<file path="src/hw/tpi_regs.svh">
`ifndef TPI_REGS_SVH
`define TPI_REGS_SVH
// ----------------------------------------
// Register offsets
// ----------------------------------------
`define TPI_OFF_PROX_LOW 8'h89
`define TPI_OFF_PROX_HIGH 8'h8b
`define TPI_OFF_PERSIST 8'h8c
`define TPI_OFF_CONFIG_ONE 8'h8d
// ----------------------------------------
// Field positions and reset values
// ----------------------------------------
`define TPI_PROX_PERSIST_FIELD_MSB 7
`define TPI_PROX_PERSIST_FIELD_LSB 4
`define TPI_LIGHT_PERSIST_FIELD_MSB 3
`define TPI_LIGHT_PERSIST_FIELD_LSB 0
`define TPI_CFG1_WAIT_EXT 1
`define TPI_CFG1_LOWPWR 5
`define TPI_CFG1_RESET 8'h60
`define TPI_PROX_LOW_RESET 8'h00
`define TPI_PROX_HIGH_RESET 8'h00
`define TPI_PERSIST_RESET 8'h00
// ----------------------------------------
// Timing
// ----------------------------------------
`define TPI_WAIT_STEP_NS 2780000
`define TPI_CLK_PERIOD_NS 20
`define TPI_WAIT_EXT_FACTOR 12
`endif

</file>
<file path="src/hw/tpi_pkg.sv">
package tpi_pkg;
    typedef enum logic [1:0] {
        TPI_W_IDLE,
        TPI_W_COUNT
    } tpi_wait_state_t;
endpackage

</file>
<file path="src/hw/tpi_persist_chan.sv">
`timescale 1ns/1ns
`include "tpi_regs.svh"
module tpi_persist_chan #(
    parameter int WIDTH = 8
) (
    // Clock and reset
    input wire logic i_clk,
    input wire logic i_rst_n,
    // Measurement
    input wire logic i_enable,
    input wire logic i_result_valid,
    input wire logic [WIDTH-1:0] i_result,
    input wire logic [WIDTH-1:0] i_low_level,
    input wire logic [WIDTH-1:0] i_high_level,
    input wire logic [5:0] i_target,
    // Event
    output logic o_event,
    output logic [5:0] o_count
);
    logic out_of_range;
    logic [5:0] count_r;
    logic event_r;

    assign out_of_range = (i_result < i_low_level) || (i_result > i_high_level);

    // ----------------------------------------
    // Counter, per channel
    // ----------------------------------------
    always_ff @(posedge i_clk or negedge i_rst_n) begin
        if (!i_rst_n) begin
            count_r <= 6'h00;
            event_r <= 1'b0;
        end else begin
            event_r <= 1'b0;
            if (!i_enable) begin
                count_r <= 6'h00;
            end else if (i_result_valid) begin
                if (i_target == 6'h00) begin
                    event_r <= 1'b1;
                end else if (!out_of_range) begin
                    count_r <= 6'h00;
                end else begin
                    if (count_r < 6'h3f) begin
                        count_r <= count_r + 6'h01;
                    end
                    if (({1'b0, count_r} + 7'h01) >= {1'b0, i_target}) begin
                        event_r <= 1'b1;
                    end
                end
            end
        end
    end

    assign o_event = event_r;
    assign o_count = count_r;
endmodule

</file>
<file path="src/hw/tpi_threshold_persistence_irq.sv">
`timescale 1ns/1ns
`include "tpi_regs.svh"
module tpi_threshold_persistence_irq
    import tpi_pkg::*;
#(
    parameter int WAIT_STEP_CYCLES = `TPI_WAIT_STEP_NS / `TPI_CLK_PERIOD_NS
) (
    // Clock and reset
    input wire logic i_ref_clk,
    input wire logic i_rst_n,
    // Register port
    input wire logic i_reg_wr,
    input wire logic [7:0] i_reg_addr,
    input wire logic [7:0] i_reg_wdata,
    output logic [7:0] o_reg_rdata,
    // Proximity channel
    input wire logic i_prox_enable,
    input wire logic i_prox_irq_enable,
    input wire logic i_prox_valid,
    input wire logic [7:0] i_prox_result,
    // Light channel
    input wire logic i_light_enable,
    input wire logic i_light_irq_enable,
    input wire logic i_light_valid,
    input wire logic [15:0] i_clear_channel_result,
    input wire logic [15:0] i_light_low_level,
    input wire logic [15:0] i_light_high_level,
    // Interrupt status
    input wire logic i_prox_irq_clear,
    input wire logic i_light_irq_clear,
    output logic o_prox_irq,
    output logic o_light_irq,
    // Wait timer
    input wire logic i_wait_start,
    input wire logic [7:0] i_wait_interval,
    output logic o_wait_busy,
    output logic o_wait_done,
    output logic o_wait_low_power
);
    logic rst_meta_r;
    logic rst_sync_r;
    logic rst_n;
    logic [7:0] prox_low_level_r;
    logic [7:0] prox_high_level_r;
    logic [7:0] persistence_filter_r;
    logic [7:0] config_one_r;
    logic [7:0] rdata_r;
    logic [3:0] prox_persist_field;
    logic [3:0] light_persist_field;
    logic [5:0] prox_target;
    logic [5:0] light_target;
    logic prox_event;
    logic light_event;
    logic prox_irq_r;
    logic light_irq_r;
    tpi_wait_state_t wait_state_r;
    logic [31:0] step_cnt_r;
    logic [8:0] steps_left_r;
    logic [3:0] ext_cnt_r;
    logic wait_done_r;

    // ----------------------------------------
    // Reset release
    // ----------------------------------------
    always_ff @(posedge i_ref_clk or negedge i_rst_n) begin
        if (!i_rst_n) begin
            rst_meta_r <= 1'b0;
            rst_sync_r <= 1'b0;
        end else begin
            rst_meta_r <= 1'b1;
            rst_sync_r <= rst_meta_r;
        end
    end
    assign rst_n = rst_sync_r;

    // ----------------------------------------
    // Registers
    // ----------------------------------------
    always_ff @(posedge i_ref_clk or negedge rst_n) begin
        if (!rst_n) begin
            prox_low_level_r <= `TPI_PROX_LOW_RESET;
            prox_high_level_r <= `TPI_PROX_HIGH_RESET;
            persistence_filter_r <= `TPI_PERSIST_RESET;
            config_one_r <= `TPI_CFG1_RESET;
        end else if (i_reg_wr) begin
            unique case (i_reg_addr)
                `TPI_OFF_PROX_LOW: prox_low_level_r <= i_reg_wdata;
                `TPI_OFF_PROX_HIGH: prox_high_level_r <= i_reg_wdata;
                `TPI_OFF_PERSIST: persistence_filter_r <= i_reg_wdata;
                `TPI_OFF_CONFIG_ONE: config_one_r <= i_reg_wdata;
                default: begin
                end
            endcase
        end
    end

    always_ff @(posedge i_ref_clk or negedge rst_n) begin
        if (!rst_n) begin
            rdata_r <= 8'h00;
        end else begin
            unique case (i_reg_addr)
                `TPI_OFF_PROX_LOW: rdata_r <= prox_low_level_r;
                `TPI_OFF_PROX_HIGH: rdata_r <= prox_high_level_r;
                `TPI_OFF_PERSIST: rdata_r <= persistence_filter_r;
                `TPI_OFF_CONFIG_ONE: rdata_r <= config_one_r;
                default: rdata_r <= 8'h00;
            endcase
        end
    end
    assign o_reg_rdata = rdata_r;

    // ----------------------------------------
    // Persistence targets
    // ----------------------------------------
    assign prox_persist_field = persistence_filter_r[`TPI_PROX_PERSIST_FIELD_MSB:`TPI_PROX_PERSIST_FIELD_LSB];
    assign light_persist_field = persistence_filter_r[`TPI_LIGHT_PERSIST_FIELD_MSB:`TPI_LIGHT_PERSIST_FIELD_LSB];
    assign prox_target = {2'b00, prox_persist_field};

    always_comb begin
        if (light_persist_field <= 4'h3) begin
            light_target = {2'b00, light_persist_field};
        end else begin
            light_target = 6'(({2'b00, light_persist_field} - 6'h03) * 6'h05);
        end
    end

    tpi_persist_chan #(
        .WIDTH(8)
    ) u_prox_chan (
        .i_clk(i_ref_clk),
        .i_rst_n(rst_n),
        .i_enable(i_prox_enable),
        .i_result_valid(i_prox_valid),
        .i_result(i_prox_result),
        .i_low_level(prox_low_level_r),
        .i_high_level(prox_high_level_r),
        .i_target(prox_target),
        .o_event(prox_event),
        .o_count()
    );

    tpi_persist_chan #(
        .WIDTH(16)
    ) u_light_chan (
        .i_clk(i_ref_clk),
        .i_rst_n(rst_n),
        .i_enable(i_light_enable),
        .i_result_valid(i_light_valid),
        .i_result(i_clear_channel_result),
        .i_low_level(i_light_low_level),
        .i_high_level(i_light_high_level),
        .i_target(light_target),
        .o_event(light_event),
        .o_count()
    );

    // ----------------------------------------
    // Interrupt status
    // ----------------------------------------
    always_ff @(posedge i_ref_clk or negedge rst_n) begin
        if (!rst_n) begin
            prox_irq_r <= 1'b0;
        end else if (prox_event && i_prox_irq_enable) begin
            prox_irq_r <= 1'b1;
        end else if (i_prox_irq_clear) begin
            prox_irq_r <= 1'b0;
        end
    end

    always_ff @(posedge i_ref_clk or negedge rst_n) begin
        if (!rst_n) begin
            light_irq_r <= 1'b0;
        end else if (light_event && i_light_irq_enable) begin
            light_irq_r <= 1'b1;
        end else if (i_light_irq_clear) begin
            light_irq_r <= 1'b0;
        end
    end
    assign o_prox_irq = prox_irq_r;
    assign o_light_irq = light_irq_r;

    // ----------------------------------------
    // Wait timer
    // ----------------------------------------
    always_ff @(posedge i_ref_clk or negedge rst_n) begin
        if (!rst_n) begin
            wait_state_r <= TPI_W_IDLE;
            step_cnt_r <= 32'h0000_0000;
            steps_left_r <= 9'h000;
            ext_cnt_r <= 4'h0;
            wait_done_r <= 1'b0;
        end else begin
            wait_done_r <= 1'b0;
            unique case (wait_state_r)
                TPI_W_IDLE: begin
                    if (i_wait_start) begin
                        wait_state_r <= TPI_W_COUNT;
                        step_cnt_r <= 32'h0000_0000;
                        steps_left_r <= 9'h100 - {1'b0, i_wait_interval};
                        ext_cnt_r <= 4'h0;
                    end
                end
                TPI_W_COUNT: begin
                    if (step_cnt_r == 32'(WAIT_STEP_CYCLES - 1)) begin
                        step_cnt_r <= 32'h0000_0000;
                        if (config_one_r[`TPI_CFG1_WAIT_EXT] &&
                            ext_cnt_r != 4'(`TPI_WAIT_EXT_FACTOR - 1)) begin
                            ext_cnt_r <= ext_cnt_r + 4'h1;
                        end else begin
                            ext_cnt_r <= 4'h0;
                            if (steps_left_r == 9'h001) begin
                                wait_state_r <= TPI_W_IDLE;
                                wait_done_r <= 1'b1;
                            end
                            steps_left_r <= steps_left_r - 9'h001;
                        end
                    end else begin
                        step_cnt_r <= step_cnt_r + 32'h0000_0001;
                    end
                end
                default: wait_state_r <= TPI_W_IDLE;
            endcase
        end
    end
    assign o_wait_busy = (wait_state_r == TPI_W_COUNT);
    assign o_wait_done = wait_done_r;
    assign o_wait_low_power = o_wait_busy && config_one_r[`TPI_CFG1_LOWPWR];
endmodule

</file>
<file path="config.mk">
export PLATFORM = sky130hd
export DESIGN_NAME = tpi_threshold_persistence_irq
export DESIGN_NICKNAME = d
export VERILOG_FILES = /design/src/hw/tpi_pkg.sv /design/src/hw/tpi_persist_chan.sv /design/src/hw/tpi_threshold_persistence_irq.sv
export VERILOG_INCLUDE_DIRS = /design/src /design/src/hw
export SDC_FILE = /design/constraint.sdc
export NUM_CORES = 1
export LEC_CHECK = 0
export ABC_AREA = 0
export ABC_CLOCK_PERIOD_IN_PS = 4200
export BUFFER_PORTS_ARGS = -buffer_cell sky130_fd_sc_hd__buf_2
export CORE_ASPECT_RATIO = 1.1
export CORE_UTILIZATION = 30
export CTS_BUF_LIST = sky130_fd_sc_hd__clkbuf_2 sky130_fd_sc_hd__clkbuf_4 sky130_fd_sc_hd__clkbuf_8
export DETAILED_ROUTE_END_ITERATION = 7
export GPL_ROUTABILITY_DRIVEN = 0
export MAX_ROUTING_LAYER = met4
export SLEW_MARGIN = 20
export SYNTH_ARGS = -nofsm -noshare
export SYNTH_HDL_FRONTEND = slang
export SYNTH_HIERARCHICAL = 1
export SYNTH_SLANG_ARGS = --single-unit
</file>
<file path="constraint.sdc">
create_clock -name i_ref_clk -period 4.2 [get_ports i_ref_clk]
set_clock_uncertainty 0.05 [all_clocks]
set_input_delay 0.21 -clock i_ref_clk [delete_from_list [all_inputs] [get_ports i_ref_clk]]
set_output_delay 0.21 -clock i_ref_clk [all_outputs]
set_load 0.05 [all_outputs]
</file>
==> impl_metrics.py <==
metrics = {
    "power": {
        "power.density_nw_per_um2": 289,
        "finalPower_uw": 2480,
        "vdd_drop_max_mv": 0.170,
        "leakage_uw": 0.00391,
    },
    "die": {
        "die_w_um": 152,
        "core_um2": 24400,
        "boundaryPins": 105,
        "fp.dieH_um": 167,
        "start_util_pct": 30.5,
        "placementRows": 60,
        "die_area_um2": 25500,
    },
    "clocking": {
        "cts_buffers": 9,
        "clkSinkCount": 105,
        "cts_buffer_depth": 2,
        "postCtsSetupRepairBufs": 0,
        "clk_pin_slew_worst_paths_ps": 110,
        "cts_resized": 0,
        "cts_tree": "built",
        "worstSkewPairLatency_ps": 390,
        "cts-root-buf": "clkbuf_8",
        "cts_hold_repair.buffers": 5,
        "cts_max_level": 3,
    },
    "logic_synthesis": {
        "syn_area_um2": 7450,
        "postSynthCellCount": 807,
        "synthFlopType": "dfrtp_1",
        "synth-warning-count": 6,
        "syn_avg_cell_area_um2": 9.23,
        "yosys.area.top_type_share_pct": 34.6,
        "ys_types": 80,
        "yosys_register_bits": 105,
        "synth_top_cell_by_area": "dfrtp_1",
        "yosysSeqAreaShare_pct": 35.3,
        "async_reset_ff_share_pct": 100,
        "synth_area_leaders": "dfrtp_1 35%, ha_1 12%, mux2_2 5.0%",
        "synth_edf_count": 0,
    },
    "critical_path": {
        "worstPathRequired_ps": 4430,
        "crit_path_end_kind": "flip-flop",
        "rr_startpoint": "persistence_filter_r[1]$_DFFE_PN0P_",
        "cp.arrival_ps": 3950,
        "reg2reg_depth": 15,
        "r2r_end": "u_light_chan/o_count[2]$_DFFE_PN0P_",
        "start_kind": "flip-flop",
        "rrSetupSlack_ps": 480,
        "path_class": "flip-flop to flip-flop",
        "cp_max_fo": 7,
    },
    "route": {
        "wl_met2_um": 8650,
        "dr_wl_met3_um": 605,
        "drc": 10,
        "drtAntennaViolNets": 0,
        "via_per_inst": 5.24,
        "post_drt_wl_per_cell_um": 14.6,
        "drtPass1Iterations": 8,
        "dr.max_layer_used": "met4",
        "met1_length_um": 8380,
        "drtIter0Drc": 409,
        "routed_wl_um": 17900,
        "vias": 6434,
    },
    "status": {
        "violations": "DRC",
        "status": "complete, but fails checks",
    },
    "timing": {
        "tns_ps": 0,
        "tightest_slew_ps": 953,
        "hold_violations": 0,
        "slew_headroom_pct": 36.3,
        "fmax_mhz": 269,
        "slew_violations": 0,
        "setup_viol": 0,
        "finalCritPeriodShare_pct": 88.6,
        "rsz0062_at_grt": "no",
        "period_needed_ps": 3720,
    },
    "hold_path": {
        "min_path_cells": 3,
        "min_from": "i_prox_valid",
        "hold_class": "input port to flip-flop",
        "hold_end": "u_prox_chan/o_event$_DFF_PN0_",
    },
    "final_layout": {
        "finish.instance_area_um2": 8590,
        "antenna_cells": 0,
        "area_growth_pct": 15.2,
        "nets": 1075,
        "layout-drive-gt1-share_pct": 21.4,
        "postLayoutCoreUtil_pct": 35.2,
        "fillers": 2485,
    },
    "placement": {
        "dp_hpwl_um": 13500,
        "port-buffer-count": 104,
        "place_area_um2": 8320,
    },
    "grt": {
        "grt.total_usage_pct": 14.8,
        "grt_pass1_vias": 6194,
        "antenna_found_initial": 0,
        "grt-ovfl-total": 0,
        "grt_max_degree": 54,
        "grt_pass1_wl_um": 30100,
    },
    "job": {
        "drv_cap": 0,
    },
}
[through the flow]
| stage | cells | hold WS [ps] | setup WS, ps |
|---|---|---|---|
| floorplan | 810 | -136 | 786 |
| global placement | 1206 | -53.6 | 687 |
| detailed placement | 1206 | -54.2 | 525 |
| CTS | 1227 | 32.0 | 501 |
| global route | 1227 | 39.2 | 196 |
| finish | 1227 | 40.6 | 479 |
[cell usage in the layout (no fill, tap or decap), types with 22 or more instances in the layout]
| master | n |
|---|---|
| a21oi_1 | 59 |
| a31oi_1 | 23 |
| buf_2 | 104 |
| dfrtp_1 | 102 |
| ha_1 | 70 |
| inv_1 | 75 |
| mux2_2 | 33 |
| nand2_1 | 78 |
| nand3_1 | 45 |
| nor2_1 | 22 |
| o21ai_0 | 25 |
[report_power, final]
part	internal (uW)	total (uW)	leakage, uW	switching [uW]
registers	1100	1250	0.00134	154
clock network	346	723	0.000108	377
logic	241	502	0.00247	261
[logic make-up (layout without fill, tap and decap cells)]
logic type / count (synthesis) / in the layout / synth area share [%]
AO/OA/AOI/OAI: 187 / 187 / 17.1
AND/OR/NAND/NOR: 287 / 287 / 22.6
buffers and inverters: 101 / 208 / 5.39
other: 2 / 5 / 0.101
adder cells (fa/ha/maj): 71 / 71 / 12.0
XOR/XNOR: 20 / 20 / 2.35
multiplexers: 34 / 34 / 5.12
flip-flops: 105 / 105 / 35.3
[synthesized netlist by cell type (10+ instances only)]
cell	count
dfrtp_1	103
nor2_1	22
ha_1	70
mux2_2	33
a31oi_1	23
xnor2_1	12
nand4_1	21
nand2_1	78
buf_2	11
o21ai_0	25
a21oi_1	59
clkbuf_1	12
nor4_1	19
a21o_1	10
o211ai_1	10
and4_1	13
inv_1	75
nor3_1	17
nand3_1	45
[worst max-delay path by stage]
stage | startpoint | to | depth (start not counted)
after floorplan | persistence_filter_r[2]$_DFFE_PN0P_ | u_light_chan/o_count[2]$_DFFE_PN0P_ | 18
after global placement | persistence_filter_r[0]$_DFFE_PN0P_ | u_light_chan/o_count[2]$_DFFE_PN0P_ | 15
after detailed placement | persistence_filter_r[0]$_DFFE_PN0P_ | u_light_chan/o_count[2]$_DFFE_PN0P_ | 15
after CTS | persistence_filter_r[0]$_DFFE_PN0P_ | u_light_chan/o_count[2]$_DFFE_PN0P_ | 15
after global routing | persistence_filter_r[1]$_DFFE_PN0P_ | u_light_chan/o_count[2]$_DFFE_PN0P_ | 15
final | persistence_filter_r[1]$_DFFE_PN0P_ | u_light_chan/o_count[2]$_DFFE_PN0P_ | 15
[registers in the layout, indices dropped and copies added, names as in the netlist]
signal,cells
o_prox_irq,1
rst_n,1
u_light_chan/o_event,1
persistence_filter_r,8
u_prox_chan/o_count,6
o_reg_rdata,8
u_light_chan/o_count,6
steps_left_r,9
prox_high_level_r,8
ext_cnt_r,4
config_one_r,8
rst_meta_r,1
wait_state_r,1
prox_low_level_r,8
o_light_irq,1
u_prox_chan/o_event,1
o_wait_done,1
step_cnt_r,32
[cell type report]
| class | instances | area (um2) | area share [%] |
|---|---|---|---|
| Tap cell | 310 | 388 | 4.52 |
| Timing Repair Buffer | 117 | 631 | 7.34 |
| Inverter | 75 | 282 | 3.28 |
| Clock buffer | 10 | 131 | 1.53 |
| Sequential cell | 105 | 2630 | 30.7 |
| Clock inverter | 6 | 91.3 | 1.06 |
| Multi-Input combinational cell | 604 | 4430 | 51.6 |
[worst max-delay path, stage by stage, from the launching register on]
cell      delay [ps]
dfrtp_1          450
ha_1             260
xnor2_1          290
ha_1             300
fa_1             440
xor2_1           340
nor3_1            90
a311oi_1         270
a21oi_1           70
a21o_1           160
inv_1             70
nand3_1          160
and2_1           300
a21oi_1          170
a311o_1          140
a21oi_2           30
[metal layers]
metal | up-vias | global-route usage (%)
li1 | 3208 | -
met2 | 118 | 24.4
met1 | 3091 | 18.8
met3 | 17 | 1.94
met5 | - | -
met4 | 0 | 4.39
No activity file was read; power rests on OpenSTA's default activity.
